<file path="config.mk">
export PLATFORM = sky130hd
export DESIGN_NAME = iq_offset_gain_coarse_mix_regs
export DESIGN_NICKNAME = d
export VERILOG_FILES = /design/src/rtl/iq_corr_pkg.sv /design/src/rtl/gain_scale.sv /design/src/rtl/offset_sat.sv /design/src/rtl/iq_offset_gain_coarse_mix_regs.sv
export SDC_FILE = /design/constraint.sdc
export NUM_CORES = 2
export LEC_CHECK = 0
export BUFFER_PORTS_ARGS = -buffer_cell sky130_fd_sc_hd__buf_2
export CORE_AREA = 5 5 263 265
export CTS_BUF_LIST = sky130_fd_sc_hd__clkbuf_16
export CTS_CLUSTER_DIAMETER = 120
export DETAILED_ROUTE_END_ITERATION = 12
export DIE_AREA = 0 0 268 270
export GPL_TIMING_DRIVEN = 0
export HOLD_SLACK_MARGIN = 0.06
export PLACE_DENSITY = 0.86
export SLEW_MARGIN = 20
export SYNTH_ARGS = -nofsm -noshare
export SYNTH_HDL_FRONTEND = slang
export SYNTH_HIERARCHICAL = 1
export SYNTH_SLANG_ARGS = --single-unit
</file>
<file path="constraint.sdc">
create_clock -name clk_sys_i -period 20.2 [get_ports clk_sys_i]
set_input_delay 5.05 -clock clk_sys_i [delete_from_list [all_inputs] [get_ports clk_sys_i]]
set_output_delay 5.05 -clock clk_sys_i [all_outputs]
set_load 0.01 [all_outputs]
</file>
<file path="src/rtl/iq_corr_pkg.sv">
package iq_corr_pkg;
    // widths
    localparam int ADDR_W    = 8;
    localparam int DATA_W    = 16;
    localparam int SMP_W     = 16;
    localparam int OFF_W     = 13;
    localparam int GAIN_W    = 11;
    localparam int CMIX_W    = 4;
    localparam int SHIFT_W   = 3;
    localparam int GAIN_FRAC = 10;
    localparam int NCH       = 4;
    // channel indices
    localparam int CH_A = 0;
    localparam int CH_B = 1;
    localparam int CH_C = 2;
    localparam int CH_D = 3;
    // register offsets
    localparam logic [ADDR_W-1:0] ADDR_OFF_C       = 8'h0A;
    localparam logic [ADDR_W-1:0] ADDR_OFF_D       = 8'h0B;
    localparam logic [ADDR_W-1:0] ADDR_GAIN_A      = 8'h0C;
    localparam logic [ADDR_W-1:0] ADDR_CMIX_GAIN_B = 8'h0D;
    localparam logic [ADDR_W-1:0] ADDR_GAIN_C      = 8'h0E;
    // field positions
    localparam int OFF_MSB  = 12;
    localparam int GAIN_MSB = 10;
    localparam int CMIX_MSB = 15;
    localparam int CMIX_LSB = 12;
    // bit of each mixer inside the coarse mix field
    localparam int CMIX_FS8  = 3;
    localparam int CMIX_FS4  = 2;
    localparam int CMIX_FS2  = 1;
    localparam int CMIX_NFS4 = 0;
    // shift of each mixer in units of fs/8, modulo 8
    localparam logic [SHIFT_W-1:0] W_FS8  = 3'h1;
    localparam logic [SHIFT_W-1:0] W_FS4  = 3'h2;
    localparam logic [SHIFT_W-1:0] W_FS2  = 3'h4;
    localparam logic [SHIFT_W-1:0] W_NFS4 = 3'h6;
    localparam logic [SHIFT_W-1:0] SHIFT_NONE = 3'h0;
    // reset values
    localparam logic [OFF_W-1:0]  OFF_RST  = 13'h0000;
    localparam logic [GAIN_W-1:0] GAIN_RST = 11'h400;
    localparam logic [CMIX_W-1:0] CMIX_RST = 4'h0;
    localparam logic [DATA_W-1:0] RD_ZERO  = 16'h0000;
    // sample limits
    localparam logic signed [SMP_W-1:0] SMP_MAX = 16'sh7FFF;
    localparam logic signed [SMP_W-1:0] SMP_MIN = -16'sh8000;
endpackage

</file>
<file path="src/rtl/gain_scale.sv">
`timescale 1ns/1ps
module gain_scale (
    input  wire logic                       clk_sys_i, // system clock
    input  wire logic                       sys_rst_i, // sync reset
    input  wire logic                       ce_i,      // clock enable
    input  wire logic signed [15:0]         smp_i,     // input sample
    input  wire logic [10:0]                gain_i,    // 1.10 unsigned
    output logic signed [15:0]              smp_o      // scaled sample
);
    logic signed [27:0] prod;
    logic signed [27:0] shf;

    // unsigned factor, binary point between bits 9 and 10
    assign prod = smp_i * $signed({1'b0, gain_i});
    assign shf  = prod >>> iq_corr_pkg::GAIN_FRAC;

    // saturate into the sample range
    always_ff @(posedge clk_sys_i) begin
        if (sys_rst_i) begin
            smp_o <= '0;
        end else if (ce_i) begin
            if (shf > 28'(iq_corr_pkg::SMP_MAX)) begin
                smp_o <= iq_corr_pkg::SMP_MAX;
            end else if (shf < 28'(iq_corr_pkg::SMP_MIN)) begin
                smp_o <= iq_corr_pkg::SMP_MIN;
            end else begin
                smp_o <= shf[15:0];
            end
        end
    end
endmodule

</file>
<file path="src/rtl/offset_sat.sv">
`timescale 1ns/1ps
module offset_sat (
    input  wire logic                       clk_sys_i, // system clock
    input  wire logic                       sys_rst_i, // sync reset
    input  wire logic                       ce_i,      // clock enable
    input  wire logic signed [15:0]         smp_i,     // input sample
    input  wire logic signed [12:0]         off_i,     // offset in lsb
    output logic signed [15:0]              smp_o      // shifted sample
);
    logic signed [16:0] sum;

    // offset added in converter lsb units
    assign sum = {smp_i[15], smp_i} + {{4{off_i[12]}}, off_i};

    // saturate into the sample range
    always_ff @(posedge clk_sys_i) begin
        if (sys_rst_i) begin
            smp_o <= '0;
        end else if (ce_i) begin
            if (sum > 17'(iq_corr_pkg::SMP_MAX)) begin
                smp_o <= iq_corr_pkg::SMP_MAX;
            end else if (sum < 17'(iq_corr_pkg::SMP_MIN)) begin
                smp_o <= iq_corr_pkg::SMP_MIN;
            end else begin
                smp_o <= sum[15:0];
            end
        end
    end
endmodule

</file>
<file path="src/rtl/iq_offset_gain_coarse_mix_regs.sv">
// Function
// - channel c output gets 13-bit offset
// - channel d output gets 13-bit offset
// - writing offset c may raise auto-sync
// - auto-sync loads c and d offsets together
// - offset d write alone changes nothing applied
// - channel a scaled by 11-bit unsigned gain
// - channel b scaled by 11-bit unsigned gain
// - channel c scaled by 11-bit unsigned gain
// - gain is one integer, ten fraction bits
// - four coarse mix bits select shifts
// - set mix bits sum to n times fs/8
// - gains reset to unity, mixer to zero
// - offset c resets to zero
//
// The plain strobed port was chosen for this implementation.
`timescale 1ns/1ps
module iq_offset_gain_coarse_mix_regs (
    input  wire logic               clk_sys_i,      // 200 mhz clock
    input  wire logic               sys_rst_i,      // sync reset, high
    input  wire logic               ce_i,           // clock enable
    input  wire logic [7:0]         reg_addr_i,     // register address
    input  wire logic [15:0]        reg_wdata_i,    // write data
    input  wire logic               reg_wr_i,       // write strobe
    input  wire logic               reg_rd_i,       // read strobe
    output logic [15:0]             reg_rdata_o,    // read data, +1 cycle
    input  wire logic               auto_sync_en_i, // auto-sync enable
    input  wire logic               sync_i,         // external load pulse
    input  wire logic signed [15:0] smp_a_i,        // channel a sample
    input  wire logic signed [15:0] smp_b_i,        // channel b sample
    input  wire logic signed [15:0] smp_c_i,        // channel c sample
    input  wire logic signed [15:0] smp_d_i,        // channel d sample
    output logic signed [15:0]      smp_a_o,        // corrected a
    output logic signed [15:0]      smp_b_o,        // corrected b
    output logic signed [15:0]      smp_c_o,        // corrected c
    output logic signed [15:0]      smp_d_o,        // corrected d
    output logic [3:0]              cmix_mode_o,    // coarse mix bits
    output logic [2:0]              cmix_shift_o    // total shift, fs/8
);
    localparam int OW = iq_corr_pkg::OFF_W;
    localparam int GW = iq_corr_pkg::GAIN_W;
    localparam int NC = iq_corr_pkg::NCH;

    // stored register fields
    logic [OW-1:0]  offset_c_value_r;
    logic [OW-1:0]  offset_d_value_r;
    logic [GW-1:0]  gain_a_factor_r;
    logic [GW-1:0]  gain_b_factor_r;
    logic [GW-1:0]  gain_c_factor_r;
    logic [3:0]     cmix_mode_r;
    // offsets applied to the datapath
    logic [OW-1:0]  act_off_c_r;
    logic [OW-1:0]  act_off_d_r;
    // decode
    logic           wr_off_c;
    logic           wr_off_d;
    logic           wr_gain_a;
    logic           wr_cmix_b;
    logic           wr_gain_c;
    logic           load_cd;
    logic [OW-1:0]  off_c_src;
    // readback and coarse mixer shift
    logic [15:0]    rd_mux;
    logic [15:0]    rdata_r;
    logic [2:0]     shift_nxt;
    logic [2:0]     shift_r;
    // per channel datapath
    logic signed [15:0] smp_in  [NC];
    logic signed [15:0] smp_gn  [NC];
    logic signed [15:0] smp_out [NC];
    logic [GW-1:0]      gain_v  [NC];
    logic [OW-1:0]      off_v   [NC];

    // write address decode
    assign wr_off_c  = reg_wr_i && reg_addr_i == iq_corr_pkg::ADDR_OFF_C;
    assign wr_off_d  = reg_wr_i && reg_addr_i == iq_corr_pkg::ADDR_OFF_D;
    assign wr_gain_a = reg_wr_i && reg_addr_i == iq_corr_pkg::ADDR_GAIN_A;
    assign wr_cmix_b = reg_wr_i
                       && reg_addr_i == iq_corr_pkg::ADDR_CMIX_GAIN_B;
    assign wr_gain_c = reg_wr_i && reg_addr_i == iq_corr_pkg::ADDR_GAIN_C;

    // offset registers, reserved bits never stored
    always_ff @(posedge clk_sys_i) begin
        if (sys_rst_i) begin
            offset_c_value_r <= iq_corr_pkg::OFF_RST;
            offset_d_value_r <= iq_corr_pkg::OFF_RST;
        end else if (ce_i) begin
            if (wr_off_c) begin
                offset_c_value_r <= reg_wdata_i[iq_corr_pkg::OFF_MSB:0];
            end
            if (wr_off_d) begin
                offset_d_value_r <= reg_wdata_i[iq_corr_pkg::OFF_MSB:0];
            end
        end
    end

    // gain and coarse mix registers
    always_ff @(posedge clk_sys_i) begin
        if (sys_rst_i) begin
            gain_a_factor_r <= iq_corr_pkg::GAIN_RST;
            gain_b_factor_r <= iq_corr_pkg::GAIN_RST;
            gain_c_factor_r <= iq_corr_pkg::GAIN_RST;
            cmix_mode_r     <= iq_corr_pkg::CMIX_RST;
        end else if (ce_i) begin
            if (wr_gain_a) begin
                gain_a_factor_r <= reg_wdata_i[iq_corr_pkg::GAIN_MSB:0];
            end
            if (wr_cmix_b) begin
                gain_b_factor_r <= reg_wdata_i[iq_corr_pkg::GAIN_MSB:0];
                cmix_mode_r     <= reg_wdata_i[iq_corr_pkg::CMIX_MSB:
                                               iq_corr_pkg::CMIX_LSB];
            end
            if (wr_gain_c) begin
                gain_c_factor_r <= reg_wdata_i[iq_corr_pkg::GAIN_MSB:0];
            end
        end
    end

    // joint load of the c/d pair: auto-sync write or external sync
    assign load_cd   = (wr_off_c && auto_sync_en_i) || sync_i;
    assign off_c_src = wr_off_c ? reg_wdata_i[iq_corr_pkg::OFF_MSB:0]
                                : offset_c_value_r;

    // applied offsets move only on a load, both in the same edge
    always_ff @(posedge clk_sys_i) begin
        if (sys_rst_i) begin
            act_off_c_r <= iq_corr_pkg::OFF_RST;
            act_off_d_r <= iq_corr_pkg::OFF_RST;
        end else if (ce_i && load_cd) begin
            act_off_c_r <= off_c_src;
            act_off_d_r <= offset_d_value_r;
        end
    end

    // coarse mixer: sum of the enabled shifts, modulo 8
    always_comb begin
        shift_nxt = iq_corr_pkg::SHIFT_NONE;
        if (cmix_mode_r[iq_corr_pkg::CMIX_FS8]) begin
            shift_nxt = shift_nxt + iq_corr_pkg::W_FS8;
        end
        if (cmix_mode_r[iq_corr_pkg::CMIX_FS4]) begin
            shift_nxt = shift_nxt + iq_corr_pkg::W_FS4;
        end
        if (cmix_mode_r[iq_corr_pkg::CMIX_FS2]) begin
            shift_nxt = shift_nxt + iq_corr_pkg::W_FS2;
        end
        if (cmix_mode_r[iq_corr_pkg::CMIX_NFS4]) begin
            shift_nxt = shift_nxt + iq_corr_pkg::W_NFS4;
        end
    end

    // registered mixer outputs
    always_ff @(posedge clk_sys_i) begin
        if (sys_rst_i) begin
            shift_r <= iq_corr_pkg::SHIFT_NONE;
        end else if (ce_i) begin
            shift_r <= shift_nxt;
        end
    end

    // channel vectors: d keeps unity gain, a and b no offset
    assign smp_in[iq_corr_pkg::CH_A] = smp_a_i;
    assign smp_in[iq_corr_pkg::CH_B] = smp_b_i;
    assign smp_in[iq_corr_pkg::CH_C] = smp_c_i;
    assign smp_in[iq_corr_pkg::CH_D] = smp_d_i;
    assign gain_v[iq_corr_pkg::CH_A] = gain_a_factor_r;
    assign gain_v[iq_corr_pkg::CH_B] = gain_b_factor_r;
    assign gain_v[iq_corr_pkg::CH_C] = gain_c_factor_r;
    assign gain_v[iq_corr_pkg::CH_D] = iq_corr_pkg::GAIN_RST;
    assign off_v[iq_corr_pkg::CH_A]  = iq_corr_pkg::OFF_RST;
    assign off_v[iq_corr_pkg::CH_B]  = iq_corr_pkg::OFF_RST;
    assign off_v[iq_corr_pkg::CH_C]  = act_off_c_r;
    assign off_v[iq_corr_pkg::CH_D]  = act_off_d_r;

    // two stage pipe per channel: gain, then offset
    for (genvar ch = 0; ch < NC; ch++) begin : g_ch
        gain_scale u_gain (
            .clk_sys_i (clk_sys_i),
            .sys_rst_i (sys_rst_i),
            .ce_i      (ce_i),
            .smp_i     (smp_in[ch]),
            .gain_i    (gain_v[ch]),
            .smp_o     (smp_gn[ch])
        );
        offset_sat u_off (
            .clk_sys_i (clk_sys_i),
            .sys_rst_i (sys_rst_i),
            .ce_i      (ce_i),
            .smp_i     (smp_gn[ch]),
            .off_i     ($signed(off_v[ch])),
            .smp_o     (smp_out[ch])
        );
    end

    assign smp_a_o = smp_out[iq_corr_pkg::CH_A];
    assign smp_b_o = smp_out[iq_corr_pkg::CH_B];
    assign smp_c_o = smp_out[iq_corr_pkg::CH_C];
    assign smp_d_o = smp_out[iq_corr_pkg::CH_D];

    // read mux, reserved bits and unmapped addresses read zero
    always_comb begin
        rd_mux = iq_corr_pkg::RD_ZERO;
        unique case (reg_addr_i)
            iq_corr_pkg::ADDR_OFF_C: begin
                rd_mux[iq_corr_pkg::OFF_MSB:0] = offset_c_value_r;
            end
            iq_corr_pkg::ADDR_OFF_D: begin
                rd_mux[iq_corr_pkg::OFF_MSB:0] = offset_d_value_r;
            end
            iq_corr_pkg::ADDR_GAIN_A: begin
                rd_mux[iq_corr_pkg::GAIN_MSB:0] = gain_a_factor_r;
            end
            iq_corr_pkg::ADDR_CMIX_GAIN_B: begin
                rd_mux[iq_corr_pkg::GAIN_MSB:0] = gain_b_factor_r;
                rd_mux[iq_corr_pkg::CMIX_MSB:iq_corr_pkg::CMIX_LSB] =
                    cmix_mode_r;
            end
            iq_corr_pkg::ADDR_GAIN_C: begin
                rd_mux[iq_corr_pkg::GAIN_MSB:0] = gain_c_factor_r;
            end
            default: begin
                rd_mux = iq_corr_pkg::RD_ZERO;
            end
        endcase
    end

    // read data stands only in the cycle after the strobe
    always_ff @(posedge clk_sys_i) begin
        if (sys_rst_i) begin
            rdata_r <= iq_corr_pkg::RD_ZERO;
        end else if (ce_i) begin
            rdata_r <= reg_rd_i ? rd_mux : iq_corr_pkg::RD_ZERO;
        end
    end

    assign reg_rdata_o  = rdata_r;
    assign cmix_mode_o  = cmix_mode_r;
    assign cmix_shift_o = shift_r;
endmodule

</file>
==> flow_summary_export.csv <==
group,metric,value,unit
global_route,antenna_found_initial,6,
critical_path,cp-start-kind,"input port",
cts,htreeDepth,1,
critical_path,crit_required,20.71,ns
synthesis,yosys_warnings,6,
global_route,grt_pass1_vias,33744,
routing,wirelength,100000,um
cts,cts.sinks,236,
critical_path,rr_endpoint,"g_ch[0].u_gain/smp_o[5]$_SDFFE_PP0P_",
cts,cts_resized,0,
synthesis,synth_area,39400,sq um
cts,cts_buffer_depth,3,
cts,hold_buffers,0,
global_route,grt_usage,0.278,
cts,cts-buffers-inserted,25,
critical_path,r2r-start,"gain_a_factor_r[8]$_SDFFE_PP0P_",
power,cellLeakagePower,0.0212,uW
cts,cts_tree,"yes",
synthesis,synth_seq_cells,236,
critical_path,timing.critical_path.slowest_cell_delay,0.65,ns
critical_path,criticalPathCategory,"in -> reg",
synthesis,yosysUniqueCellTypes,104,
cells_and_area,nets,5920,
critical_path,setup.worst_path.end,"g_ch[1].u_gain/smp_o[5]$_SDFFE_PP0P_",
placement,place_hpwl,82200,um
floorplan,row_count,95,
global_route,grt_first_pass_wirelength,166000,um
synthesis,postSynthAreaPerCell,8.60,sq um
cts,path_clk_slew,0.06,ns
critical_path,cpMostUsedCell,"fa_1",
routing,drt-pass1-iter-count,6,
critical_path,crit_fanout,10,
sta,period_needed,11.19,ns
floorplan,die_x,268,um
synthesis,syn_inst,4574,
floorplan,io_pins,182,
sta,period_share,0.554,
synthesis,yosysSeqAreaShare,0.120,
cts,insertion_delay,0.58,ns
sta,tns,0,ns
sta,finClkSkew,0.0179,ns
synthesis,ys.flop_type,"dfxtp_1",
cts,post_cts_buffers,0,
floorplan,placeableCoreArea,66600,sq um
sta,clock.fmax,89.3,MHz
sta,setup_viol,0,
outcome,status,"finished clean",
cells_and_area,area.growth.synth_to_final,8.08,%
routing,vias_per_cell,5.62,
global_route,grt_max_degree,17,
floorplan,fp.dieArea,72400,sq um
synthesis,synth-edff-count,0,
placement,port-buffer-count,176,
critical_path,r2r_cells,21,
sta,worstMarginPinSlew,1.00,ns
routing,wire_per_inst,17.3,um
floorplan,die_h,270,um
critical_path,r2r_slack,13.18,ns
power,ir_drop,0.127,mV
critical_path,arrival,11.70,ns
global_route,grt.overflow.total,0,
routing,via_count,32465,
critical_path,critical_path.endpoint_type,"register",
routing,drt_iter0_drc,2653,
worst_hold_path,min_path_type,"reg -> reg",
sta,maxSlewViolCount,0,
power,p_per_area,67.6,nW/um^2
routing,drcViolationCount,0,
critical_path,path_cells,"buf_2 > clkbuf_1 > nand2_1 > inv_1 > fa_1 > fa_1 > fa_1 > inv_1 > fa_1 > fa_1 > inv_1 > ha_1 > buf_2 > nand2_1 > nor4_1 > nand3_1 > o211ai_1 > xnor2_1 > a21oi_1 > o221ai_1 > nor2_1 > buf_2 > a221o_1",
floorplan,start_util,0.591,
critical_path,cp-startpoint,"smp_b_i[15]",
cells_and_area,final_cells,5778,
cts,cts-root-buf,"clkbuf_16",
sta,rsz0062_at_grt,"false",
job,drv_cap,0,
cells_and_area,drive_gt1_frac,0.0932,
synthesis,synthArstFlopShare,0,
placement,dp_cells,5731,
sta,slew_headroom,0.325,
routing,drtAntennaViolNets,0,
critical_path,cp_slowest_cell,"fa_1",
sta,hold_violations,0,
placement,gp_congestion,0.959,
-- sequential cells by signal (all words and copies together) (netlist names) --
name and flops:
gain_c_factor_r 11, gain_a_factor_r 11, offset_c_value_r 13, cmix_shift_o 3, cmix_mode_o 4, offset_d_value_r 13
g_ch.u_gain/smp_o 64, act_off_d_r 13, g_ch.u_off/smp_o 64, act_off_c_r 13, gain_b_factor_r 11, reg_rdata_o 16
-- critical path, delay by kind of cell --
kind | cells | cell delay, ns
AO/OA/AOI/OAI | 4 | 0.82
XOR/XNOR | 1 | 0.18
adder cells (fa/ha/maj) | 6 | 3.12
buffers and inverters | 7 | 1.20
AND/OR/NAND/NOR | 5 | 1.34
-- power breakdown --
group | total (uW) | switching (uW) | internal [uW] | leakage [uW]
Sequential | 536 | 26.5 | 510 | 0.00193
Clock | 466 | 213 | 253 | 0.000408
Combinational | 1870 | 1080 | 796 | 0.0188
Total | 2870 | 1310 | 1560 | 0.0212
-- metal layers --
| metal | part of all wire | track usage | routed length (um) | up-vias |
|---|---|---|---|---|
| met4 | 0.039 | 0.0873 | 3910 | 10 |
| met2 | 0.46 | 0.448 | 46000 | 1380 |
| met3 | 0.099 | 0.0575 | 9880 | 281 |
| met1 | 0.40 | 0.381 | 40200 | 15926 |
| li1 | - | - | - | 14868 |
| met5 | 0.00048 | 0 | 48 | - |
-- through the flow --
stage	total power, uW	setup WS, ns	area (sq um)	utilization	hold WS [ns]
after floorplan	1990	9.62	39800	-	0.440
after CTS	2760	9.13	42500	0.639	0.478
after detailed placement	2300	8.57	41700	0.627	0.470
after global routing	3110	8.57	42500	0.639	0.497
after global placement	2260	8.68	41700	0.627	0.460
final	2870	9.01	42500	0.639	0.479
-- placed cells by master, fill, tap and decap left out, types with 33 or more instances in the layout --
cell type  count
a211oi_1      42
a211oi_2      70
a21o_1        44
a21oi_1      192
and2_1       205
buf_2        205
clkbuf_1     157
conb_1       110
dfxtp_1      236
fa_1         644
ha_1         296
inv_1        918
maj3_2        42
mux2i_1       33
nand2_1      726
nand3_1       36
nor2_1       216
o21ai_0       63
xnor2_1       85
xor2_1        55
-- worst min-delay path by stage --
stage	slack, ns	start	end	depth (start not counted)
6_report	0.48	offset_c_value_r[4]$_SDFFE_PP0P_	offset_c_value_r[4]$_SDFFE_PP0P_	2
5_1_grt	0.50	offset_c_value_r[4]$_SDFFE_PP0P_	offset_c_value_r[4]$_SDFFE_PP0P_	2
3_3_place_gp	0.46	offset_c_value_r[7]$_SDFFE_PP0P_	offset_c_value_r[7]$_SDFFE_PP0P_	2
4_1_cts	0.48	offset_c_value_r[4]$_SDFFE_PP0P_	offset_c_value_r[4]$_SDFFE_PP0P_	2
3_5_place_dp	0.47	offset_c_value_r[4]$_SDFFE_PP0P_	offset_c_value_r[4]$_SDFFE_PP0P_	2
2_1_floorplan	0.44	act_off_d_r[0]$_SDFFE_PP0P_	act_off_d_r[0]$_SDFFE_PP0P_	2
-- cells in the mapped netlist, types with 27 or more instances --
cell type,count,share of area
ha_1,296,0.094
o21ai_0,63,0.0080
a21o_1,44,0.0084
nand2b_1,28,0.0045
nor2_1,216,0.021
a211oi_1,42,0.0080
mux2i_1,33,0.0084
clkbuf_1,157,0.015
maj3_2,42,0.012
inv_1,913,0.087
and2_1,205,0.033
nand3_1,36,0.0046
a21oi_1,192,0.024
a221o_1,28,0.0071
fa_1,644,0.33
xnor2_1,85,0.019
buf_2,29,0.0037
dfxtp_1,236,0.12
nand2_1,726,0.069
xor2_1,55,0.012
a211oi_2,70,0.022
a22oi_1,27,0.0052
-- logic make-up (layout without fill, tap and decap cells) --
kind of cell    after synthesis  count (layout)  synth area share
simple gates               1350            1350             0.156
mux                          34              34           0.00868
fa+ha+maj                   994             994             0.437
other cells                   2             112          0.000191
compound gates              688             688             0.135
buf+inv                    1129            1350             0.111
xor+xnor                    141             141            0.0316
flops                       236             236             0.120
-- cell type report --
class	count	area (sq um)
Antenna cell	2	5.00
Buffer	216	960
Clock buffer	25	626
Clock inverter	20	168
Fill cell	5532	24000
Inverter	913	3430
Multi-Input combinational cell	3317	30700
Sequential cell	236	4720
Tap cell	873	1090
Timing Repair Buffer	176	881
Note: power is estimated with default switching activity, not from simulation.
